### src/srac_pkg.sv
// What this block does
// - A write needs active selects, strobe and lane enables; releasing any ends it.
// - Data setup and hold are timed against the edge that ends the write.
// - Strobe pulse and write cycle last at least data setup plus strobe-to-float time.
// - Controller never drives data while the memory may still be driving.
// - Controller waits at least 1 ms after power before the first access.
package srac_pkg;

  localparam int CLK_PERIOD_NS = 40;
  localparam int ADDR_W = 20;
  localparam int DATA_W = 16;
  localparam int POWER_WAIT_MS = 1;
  localparam int POWER_WAIT_CYC = (POWER_WAIT_MS * 1000000 + CLK_PERIOD_NS - 1) / CLK_PERIOD_NS;
  localparam int DATA_SETUP_TIME_PS = 5500;
  localparam int STROBE_TO_FLOAT_TIME_NS = 5;
  localparam int STROBE_MIN_NS = 7;
  localparam int ACCESS_NS = 10;
  localparam int FLOAT_NS = 5;
  localparam int STROBE_SUM_NS = (DATA_SETUP_TIME_PS + 999) / 1000 + STROBE_TO_FLOAT_TIME_NS;
  localparam int STROBE_NS = (STROBE_SUM_NS > STROBE_MIN_NS) ? STROBE_SUM_NS : STROBE_MIN_NS;
  localparam int STROBE_CYC_I = (STROBE_NS + CLK_PERIOD_NS - 1) / CLK_PERIOD_NS;
  localparam logic [3:0] STROBE_CYC = 4'(STROBE_CYC_I < 1 ? 1 : STROBE_CYC_I);
  localparam int READ_CYC_I = (ACCESS_NS + CLK_PERIOD_NS - 1) / CLK_PERIOD_NS + 1;
  localparam logic [3:0] READ_CYC = 4'(READ_CYC_I);
  localparam int FLOAT_CYC_I = (FLOAT_NS + CLK_PERIOD_NS - 1) / CLK_PERIOD_NS;
  localparam logic [3:0] FLOAT_CYC = 4'(FLOAT_CYC_I < 1 ? 1 : FLOAT_CYC_I);

  typedef struct packed {
    logic              write;
    logic [1:0]        lanes_n;
    logic [ADDR_W-1:0] addr;
    logic [DATA_W-1:0] wdata;
  } srac_req_t;

  typedef struct packed {
    logic              select_active_low;
    logic              select_active_high;
    logic              out_drive_n;
    logic              strobe_n;
    logic              low_byte_lane_n;
    logic              high_byte_lane_n;
    logic [ADDR_W-1:0] addr;
  } srac_pins_t;

  typedef enum logic [2:0] {
    ST_POWER,
    ST_IDLE,
    ST_READ,
    ST_WSETUP,
    ST_WSTROBE,
    ST_WEND,
    ST_RECOVER
  } srac_state_t;

endpackage

### src/srac_ctrl.sv
`timescale 1ns/1ns
`default_nettype none
// Host-side controller for an asynchronous 1M x 16 static memory.
module srac_ctrl #(
  parameter int POWER_WAIT_CYCLES = srac_pkg::POWER_WAIT_CYC
) (
  input  wire logic                        clk_sys_in,
  input  wire logic                        nrst_in,
  input  wire logic                        req_valid_in,
  input  wire srac_pkg::srac_req_t         req_in,
  output var  logic                        req_ready_out,
  output var  logic                        rsp_valid_out,
  output var  logic [srac_pkg::DATA_W-1:0] rsp_data_out,
  output var  srac_pkg::srac_pins_t        pins_out,
  output var  logic [srac_pkg::DATA_W-1:0] data_pin_out,
  output var  logic                        data_pin_oe_out,
  input  wire logic [srac_pkg::DATA_W-1:0] data_pin_in
);

  // Idle pattern: memory deselected, output drive and strobe high, both lanes off.
  localparam srac_pkg::srac_pins_t IDLE_PINS = '{select_active_low: 1'b1, select_active_high: 1'b0,
                                                 out_drive_n: 1'b1, strobe_n: 1'b1,
                                                 low_byte_lane_n: 1'b1, high_byte_lane_n: 1'b1,
                                                 addr: '0};

  logic                        powered;
  srac_pkg::srac_state_t       state_reg;
  srac_pkg::srac_state_t       state_next;
  logic [3:0]                  cnt_reg;
  logic [3:0]                  cnt_next;
  srac_pkg::srac_pins_t        pins_reg;
  srac_pkg::srac_pins_t        pins_next;
  logic [srac_pkg::DATA_W-1:0] wdata_reg;
  logic [srac_pkg::DATA_W-1:0] wdata_next;
  logic                        oe_reg;
  logic                        oe_next;
  logic                        ready_reg;
  logic                        ready_next;
  logic                        rvalid_reg;
  logic                        rvalid_next;
  logic [srac_pkg::DATA_W-1:0] rdata_reg;
  logic [srac_pkg::DATA_W-1:0] rdata_next;
  // Two flops bring the data pins into the clock domain before anything reads them.
  logic [srac_pkg::DATA_W-1:0] din_meta_reg;
  logic [srac_pkg::DATA_W-1:0] din_sync_reg;

  // Parks the memory deselected with all strobes and lanes high. The address is kept so that it
  // never moves on the same edge as the select or strobe that ends an access.
  function automatic srac_pkg::srac_pins_t park_pins(input logic [srac_pkg::ADDR_W-1:0] addr);
    srac_pkg::srac_pins_t parked;
    parked      = IDLE_PINS;
    parked.addr = addr;
    return parked;
  endfunction

  // Steps a dwell counter down by one; it rests at zero instead of wrapping round.
  function automatic logic [3:0] step_down(input logic [3:0] cnt);
    logic [3:0] res;
    res = cnt;
    if (cnt != 4'h0)
    begin
      res = cnt - 4'h1;
    end
    return res;
  endfunction

  // Holds the controller off the memory until the supply has settled after reset.
  srac_wait #(
    .CYCLES(POWER_WAIT_CYCLES)
  ) u_wait (
    .clk_sys_in(clk_sys_in),
    .nrst_in   (nrst_in),
    .done_out  (powered)
  );

  always_comb
  begin
    state_next  = state_reg;
    cnt_next    = cnt_reg;
    pins_next   = pins_reg;
    wdata_next  = wdata_reg;
    oe_next     = oe_reg;
    ready_next  = 1'b0;
    rvalid_next = 1'b0;
    rdata_next  = rdata_reg;
    case (state_reg)
      srac_pkg::ST_POWER:
      begin
        if (powered)
        begin
          state_next = srac_pkg::ST_IDLE;
          ready_next = 1'b1;
        end
      end
      srac_pkg::ST_IDLE:
      begin
        ready_next = 1'b1;
        if (req_valid_in && ready_reg)
        begin
          ready_next                   = 1'b0;
          pins_next.addr               = req_in.addr;
          pins_next.select_active_low  = 1'b0;
          pins_next.select_active_high = 1'b1;
          pins_next.low_byte_lane_n    = req_in.lanes_n[0];
          pins_next.high_byte_lane_n   = req_in.lanes_n[1];
          if (req_in.write)
          begin
            // Output drive stays high so the memory never drives the bus while we do.
            pins_next.out_drive_n = 1'b1;
            wdata_next            = req_in.wdata;
            state_next            = srac_pkg::ST_WSETUP;
          end
          else
          begin
            pins_next.out_drive_n = 1'b0;
            cnt_next              = srac_pkg::READ_CYC;
            state_next            = srac_pkg::ST_READ;
          end
        end
      end
      srac_pkg::ST_READ:
      begin
        // Synchroniser adds two cycles of latency before the sample is used.
        if (cnt_reg == 4'h0)
        begin
          rdata_next  = din_sync_reg;
          rvalid_next = 1'b1;
          pins_next   = park_pins(pins_reg.addr);
          cnt_next    = srac_pkg::FLOAT_CYC;
          state_next  = srac_pkg::ST_RECOVER;
        end
        else
        begin
          cnt_next = step_down(cnt_reg);
        end
      end
      srac_pkg::ST_WSETUP:
      begin
        pins_next.strobe_n = 1'b0;
        oe_next            = 1'b1;
        cnt_next           = srac_pkg::STROBE_CYC;
        state_next         = srac_pkg::ST_WSTROBE;
      end
      srac_pkg::ST_WSTROBE:
      begin
        if (cnt_reg == 4'h1)
        begin
          // Only the strobe ends the write; address and data are held past it.
          pins_next.strobe_n = 1'b1;
          state_next         = srac_pkg::ST_WEND;
        end
        else
        begin
          cnt_next = step_down(cnt_reg);
        end
      end
      srac_pkg::ST_WEND:
      begin
        // Selects and lanes release one cycle after the strobe; address unchanged.
        pins_next      = park_pins(pins_reg.addr);
        oe_next        = 1'b0;
        cnt_next       = srac_pkg::FLOAT_CYC;
        state_next     = srac_pkg::ST_RECOVER;
      end
      srac_pkg::ST_RECOVER:
      begin
        if (cnt_reg <= 4'h1)
        begin
          ready_next = 1'b1;
          state_next = srac_pkg::ST_IDLE;
        end
        else
        begin
          cnt_next = step_down(cnt_reg);
        end
      end
      default:
      begin
        pins_next  = IDLE_PINS;
        oe_next    = 1'b0;
        state_next = srac_pkg::ST_POWER;
      end
    endcase
  end

  always_ff @(posedge clk_sys_in or negedge nrst_in)
  begin
    if (!nrst_in)
    begin
      state_reg    <= srac_pkg::ST_POWER;
      cnt_reg      <= 4'h0;
      pins_reg     <= IDLE_PINS;
      wdata_reg    <= '0;
      oe_reg       <= 1'b0;
      ready_reg    <= 1'b0;
      rvalid_reg   <= 1'b0;
      rdata_reg    <= '0;
      din_meta_reg <= '0;
      din_sync_reg <= '0;
    end
    else
    begin
      state_reg    <= state_next;
      cnt_reg      <= cnt_next;
      pins_reg     <= pins_next;
      wdata_reg    <= wdata_next;
      oe_reg       <= oe_next;
      ready_reg    <= ready_next;
      rvalid_reg   <= rvalid_next;
      rdata_reg    <= rdata_next;
      din_meta_reg <= data_pin_in;
      din_sync_reg <= din_meta_reg;
    end
  end

  assign pins_out        = pins_reg;
  assign data_pin_out    = wdata_reg;
  assign data_pin_oe_out = oe_reg;
  assign req_ready_out   = ready_reg;
  assign rsp_valid_out   = rvalid_reg;
  assign rsp_data_out    = rdata_reg;

endmodule
`default_nettype wire

### src/srac_wait.sv
`timescale 1ns/1ns
`default_nettype none
// Counts cycles after reset and raises done once the count has elapsed.
module srac_wait #(
  parameter int CYCLES = 25000
) (
  input  wire logic clk_sys_in,
  input  wire logic nrst_in,
  output var  logic done_out
);

  localparam int CW = $clog2(CYCLES + 1);
  localparam logic [CW-1:0] LAST = CW'(CYCLES);

  logic [CW-1:0] cnt_reg;
  logic [CW-1:0] cnt_next;
  logic          done_reg;
  logic          done_next;

  always_comb
  begin
    cnt_next  = cnt_reg;
    done_next = done_reg;
    if (cnt_reg != LAST)
    begin
      cnt_next = cnt_reg + CW'(1);
    end
    else
    begin
      done_next = 1'b1;
    end
  end

  always_ff @(posedge clk_sys_in or negedge nrst_in)
  begin
    if (!nrst_in)
    begin
      cnt_reg  <= '0;
      done_reg <= 1'b0;
    end
    else
    begin
      cnt_reg  <= cnt_next;
      done_reg <= done_next;
    end
  end

  assign done_out = done_reg;

endmodule
`default_nettype wire
### config.mk
export PLATFORM = sky130hd
export DESIGN_NAME = srac_ctrl
export DESIGN_NICKNAME = d
export VERILOG_FILES = /design/src/srac_pkg.sv /design/src/srac_ctrl.sv /design/src/srac_wait.sv
export SDC_FILE = /design/constraint.sdc
export NUM_CORES = 1
export LEC_CHECK = 0
export ABC_AREA = 1
export BUFFER_PORTS_ARGS = -buffer_cell sky130_fd_sc_hd__buf_2
export CAP_MARGIN = 5
export CORE_UTILIZATION = 35
export CTS_CLUSTER_SIZE = 24
export DETAILED_ROUTE_END_ITERATION = 7
export PLACE_DENSITY = 0.63
export SYNTH_ARGS = -nofsm -noshare
export SYNTH_HDL_FRONTEND = slang
export SYNTH_HIERARCHICAL = 1
export SYNTH_SLANG_ARGS = --single-unit
### constraint.sdc
create_clock -name clk_sys_in -period 2.1 [get_ports clk_sys_in]
set_clock_uncertainty 0.05 [all_clocks]
set_input_delay 0.21 -clock clk_sys_in [delete_from_list [all_inputs] [get_ports clk_sys_in]]
set_output_delay 0.21 -clock clk_sys_in [all_outputs]
set_load 0.02 [all_outputs]
==> impl_metrics.toml, run 1 <==
[logic_synthesis]
netlist_instances = 507
synth_seq_cells = 116
syn_area_per_cell_um2 = 9.444
synthAdderAreaFrac = 0.01307
synthSimpleGateAreaFrac = 0.2746
synth_top_family_by_area = "simple AND/OR/NAND/NOR gates"
synth.distinct_cells = 28
synth-compound-area-share = 0.03893
syn-num-nets = 570
synth-warning-count = 6
synth_xor_area_frac = 0.01463
synth.area.mux_share = 0
syn_area_mm2 = 0.004788
ys_seq_area_frac = 0.6075

[global_route]
antenna_found_initial = 0
grtUsageTotal = 0.1694
grt_max_degree = 51
grt_pass1_wl_mm = 18.92
gr-total-overflow = 0
grt_pass1_vias = 4106

[pwr]
peakVddDrop_uv = 564.4
p_leak_uw = 0.003576
power_density_mw_per_mm2 = 1436

[drt]
wl_met2_mm = 5.345
drcViolationCount = 0
maxUsedRoutingLayer = "met4"
vias_per_cell = 4.640
dr_total_vias = 4060
avgRoutedWirePerCell_um = 12.47
route.met3.wl_um = 474
m1WireLength_mm = 4.896
drtIter0Drc = 191
routed_wl_mm = 10.91
drt_pass1_iterations = 6
drtAntennaViolNets = 0

[layout]
final_cells = 875
fin_nets = 749
fin_area_mm2 = 0.006694
antenna_cells = 0
layout-drive-gt1-share = 0.2675
area_growth_pct = 39.80
fillers = 1189
largest_register_ffs = 26

[critical_path]
crit_family = "buffers and inverters"
slowest_delay_ns = 0.38
cp_cell_sequence = "inv_1, ha_1, nand2_4, inv_1, nand2_4, inv_2, nand2_1, nand2_1"
critPathKind = "register to register"
critPathBufInv = 3
worst_setup_path_end_kind = "register"
start_kind = "register"
cp.required_ns = 2.39
critPathMaxFanout = 18
worst-path-stages = 8
arrival_ns = 2.06
crit_path_top_delay_cell = "dfrtp_1"
r2r_cells = 8

[clock_network]
insertion_delay_ns = 0.41
cts_buffers = 17
cts_tree = "built"
clock-sinks = 116
cts.repair.resized = 0
max-clock-path-buffers = 2
cts-root-buf = "clkbuf_16"
h-tree-depth = 4
clk_pin_slew_worst_paths_ns = 0.06

[die]
pin_count = 119
die_w_um = 119.0
coreArea_mm2 = 0.01330
rows = 42
die_h_um = 119.0
die_area_mm2 = 0.01415
start_util = 0.3602

[sta]
max_slew_margin = 0.6446
tightestPinTransition_ns = 0.5330
max_freq_mhz = 565.8
setup_tns_ns = 0
timing.final.crit_share = 0.8416
final_max_slew_viol_count = 0
grt_setup_unrepaired = "no"
setup_viol = 0
finalCriticalPeriod_ns = 1.767
finalHoldViolCount = 0

[placement]
hpwl_mm = 7.227
place.port_buffers = 118
dp.cells = 791
gp_congestion = 0.8725
placed_area_mm2 = 0.005559

[run_status]
status = "finished clean"

[min_path]
hold_class = "input pin to register"
hold_depth = 3

[job]
max_cap_violations = 0
-- cell usage in the layout, fill, tap and decap left out, drive strengths merged --
cell type    netlist  final
o21ai             33     33
nand4              7      7
inv               34     39
xnor2              1      1
bufinv             0      3
nor2              37     37
nand3b             1      1
buf               11    124
ha                 5      5
nand2            182    182
dfrtp            111    111
clkinv             0      3
a21oi              3      3
dfstp              5      5
nand3             64     64
clkinvlp           0      2
xor2               7      7
dlygate4sd3        0     52
a31oi              1      1
clkbuf             5     19
-- cell families (layout without fill, tap and decap cells) --
kind of cell,count (synthesis),after routing
AO/OA/AOI/OAI,37,37
XOR/XNOR,8,8
adder cells (fa/ha/maj),5,5
buffers and inverters,50,242
flip-flops,116,116
AND/OR/NAND/NOR,291,291
-- worst reg2reg max path: cells and delay by family, from the launching register on --
family	cells	cell delay [ns]
buf+inv	3	0.54
simple gates	4	0.42
flops	1	0.38
fa+ha+maj	1	0.31
-- per-stage QoR --
step | total power [µW] | hold WS, ns | setup slack [ns] | util
floorplan | 5579 | -0.1356 | 0.5792 | -
global placement | 6521 | 0.1768 | 0.4333 | 0.4181
detailed placement | 6600 | 0.1805 | 0.3333 | 0.4181
CTS | 9682 | 0.001923 | 0.3234 | 0.5035
global route | 10260 | 0.02023 | 0.1856 | 0.5035
finish | 9612 | 0.01171 | 0.3327 | 0.5035
-- synthesized netlist by cell type --
library cell | number | area (µm²)
nand2_1 | 173 | 649.4
dfrtp_1 | 111 | 2778
nand3_1 | 62 | 310.3
inv_1 | 29 | 108.9
nor2_1 | 26 | 97.59
o21ai_0 | 26 | 130.1
nand4_1 | 7 | 43.79
o21ai_1 | 7 | 35.03
xor2_1 | 7 | 61.31
nor2_2 | 6 | 37.54
buf_6 | 5 | 56.30
clkbuf_1 | 5 | 18.77
dfstp_2 | 5 | 131.4
ha_1 | 5 | 62.56
nand2_2 | 5 | 31.28
nand2_4 | 4 | 45.04
nor2_4 | 4 | 45.04
a21oi_1 | 3 | 15.01
buf_2 | 3 | 15.01
buf_4 | 3 | 22.52
inv_2 | 3 | 11.26
inv_4 | 2 | 12.51
a31oi_1 | 1 | 6.260
nand3_2 | 1 | 10.01
nand3_4 | 1 | 17.52
nand3b_1 | 1 | 7.510
nor2_8 | 1 | 20.02
xnor2_1 | 1 | 8.760
-- power by group --
| group | internal [µW] | switching [µW] |
|---|---|---|
| registers | 2910 | 416 |
| logic | 1100 | 2220 |
| clock network | 1920 | 1050 |
| total | 5930 | 3680 |
-- repair_timing --
action,in CTS,in global routing
setup buffers,0,0
hold buffers,52,0
endpoints found under the hold margin,88,0
-- metal layers --
metal | vias up | global-route usage
li1 | 1973 | -
met1 | 1944 | 0.2053
met2 | 124 | 0.2862
met3 | 19 | 0.04598
met4 | 0 | 0.06646
met5 | - | 0
-- layout make-up --
class                           count  area (µm²)  area share
Sequential cell                   116        2909      0.4346
Multi-Input combinational cell    341        1634      0.2441
Timing Repair Buffer              176        1184      0.1768
Clock buffer                       19       442.9     0.06617
Tap cell                          176       220.2     0.03290
Clock inverter                     13       171.4     0.02561
Inverter                           34       132.6     0.01981
-- path summary, 6_finish.rpt --
path	from	slack, ns	endpoint
worst min-delay path	req_in[4]	0.01	data_pin_out[4]
worst min register to register	din_meta_reg[3]	0.29	din_sync_reg[3]
min in group asynchronous	nrst_in	0.26	pins_out[15]
worst max-delay path	cnt_reg[1]	0.33	rsp_data_out[6]
max in group asynchronous	nrst_in	1.07	din_sync_reg[13]
worst max register to register	cnt_reg[1]	0.33	rsp_data_out[6]
Note: power is estimated with default switching activity, not from simulation.
==> run 2: changes to the inputs <==
==> constraint.sdc (replaced) <==
create_clock -name clk_sys_in -period 1.8 [get_ports clk_sys_in]
set_clock_uncertainty 0.05 [all_clocks]
set_input_delay 0.18 -clock clk_sys_in [delete_from_list [all_inputs] [get_ports clk_sys_in]]
set_output_delay 0.18 -clock clk_sys_in [all_outputs]
set_load 0.02 [all_outputs]
==> run 2 against run 1 <==
  * Critical endpoint unchanged
  * Sequential cell count is the same
  * Non-clock buffer count grew 7
  * Via count grew 1.7%
  * Maximum frequency grew 11%
==> impl_metrics.toml, run 2 (synthesis results as in run 1) <==
[job]
max_cap_violations = 0

[global_route]
grt_pass1_wl_mm = 18.45
grtUsageTotal = 0.1640
gr-total-overflow = 0
grt_pass1_vias = 4016
grt_max_degree = 44
antenna_found_initial = 0

[sta]
holdWs_ns = 0.02183
setup_tns_ns = 0
timing.final.crit_share = 0.8877
max_slew_margin = 0.7239
grt_setup_unrepaired = "no"
tightestPinTransition_ns = 0.4142
setup_viol = 0
finalHoldViolCount = 0
max_freq_mhz = 625.9
finalCriticalPeriod_ns = 1.598
final_max_slew_viol_count = 0

[layout]
area_growth_pct = 39.90
layout-drive-gt1-share = 0.2748
antenna_cells = 0
fin_nets = 756
mostFrequentLayoutCells = "nand2_1, buf_2, dfrtp_1"
largest_register_ffs = 26
fin_area_mm2 = 0.006699
final_common_cell = "nand2_1"

[clock_network]
insertion_delay_ns = 0.40
cts-root-buf = "clkbuf_16"
h-tree-depth = 4
max-clock-path-buffers = 2
clk_pin_slew_worst_paths_ns = 0.06
post_cts_buffers = 0
clock-sinks = 116
cts_tree = "built"
cts_buffers = 17

[drt]
avgRoutedWirePerCell_um = 12.33
drtIter0Drc = 239
drt_pass1_iterations = 5
dr_total_vias = 4130
drcViolationCount = 0
vias_per_cell = 4.683
routed_wl_mm = 10.88
drtAntennaViolNets = 0

[run_status]
status = "finished clean"

[die]
die_area_mm2 = 0.01415
die_w_um = 119.0
pin_count = 119
start_util = 0.3602
coreArea_mm2 = 0.01330
die_h_um = 119.0
rows = 42

[critical_path]
arrival_ns = 1.89
worst_setup_path_end_kind = "register"
start_kind = "register"
critPathKind = "register to register"
critPathMaxFanout = 17
cp.required_ns = 2.09
ff2ff_setup_slack_ns = 0.20

[placement]
place.port_buffers = 118
placed_area_mm2 = 0.005589
hpwl_mm = 7.296
gp_congestion = 0.9124

[pwr]
power_density_mw_per_mm2 = 1627
p_leak_uw = 0.003570
p_switching_uw = 4323
peakVddDrop_uv = 670.8
power_frac_comb = 0.365
switching_share = 0.3967
p_clk_frac = 0.281
p_int_uw = 6574
seqPwrFrac = 0.355

[min_path]
hold_class = "input pin to register"
[run 2: stage by stage]
| stage | worst slack, ns | total power [µW] | util | instances |
|---|---|---|---|---|
| 6_report | 0.2022 | 10900 | 0.5039 | 882 |
| 5_1_grt | 0.02680 | 11610 | 0.5039 | 882 |
| 4_1_cts | 0.05427 | 10960 | 0.5034 | 882 |
| 3_5_place_dp | 0.06173 | 7742 | 0.4204 | 795 |
| 3_3_place_gp | 0.1402 | 7612 | 0.4204 | 795 |
| 2_1_floorplan | 0.2792 | 6508 | - | 507 |
[run 2: worst paths after layout]
kind                                        end  cells after the start             from
worst max-delay path            rsp_data_out[6]                      8       cnt_reg[1]
worst min-delay path               pins_out[23]                      3       req_in[38]
worst max register to register  rsp_data_out[6]                      8       cnt_reg[1]
worst min register to register  din_sync_reg[9]                      0  din_meta_reg[9]
max in group asynchronous       data_pin_out[8]                      3          nrst_in
min in group asynchronous          pins_out[15]                      2          nrst_in
[run 2: final cells by class]
type / count / area, µm²
well taps: 176 / 220.2
fillers: 1186 / 6596
inverters: 34 / 132.6
clock buffers: 19 / 452.9
multi-input cells: 341 / 1640
repair buffers: 183 / 1244
flip-flops and latches: 116 / 2909
clock inverters: 13 / 100.1
[run 2: critical path, cell delays in order, from the launching register on]
cell and delay [ns]:
dfrtp_1 0.37, inv_1 0.14, ha_2 0.29, nand2_4 0.09, inv_1 0.11, nand2_4 0.08
inv_2 0.24, nand2_1 0.10, nand2_1 0.08
[run 2: power by group through the flow]
stage | clock network [µW] | registers [µW] | logic, µW
floorplan | 0 | 4580 | 1930
CTS | 3140 | 3860 | 3960
detailed placement | 0 | 3890 | 3850
finish | 3060 | 3860 | 3980
global placement | 0 | 3850 | 3760
global route | 3260 | 3960 | 4400
[run 2: timing repair]
action                                 in CTS  in global routing
endpoints found under the hold margin      85                  0
resized for setup                           0                  3
setup endpoints to repair                   0                  8
hold buffers                               55                  0
[run 2: routing by layer]
metal,global-route usage,vias to the layer above,share of wire
met5,0,-,0
met4,0.08307,0,0.020
met3,0.03784,22,0.053
met2,0.2745,159,0.49
met1,0.1981,1952,0.44
li1,-,1997,-
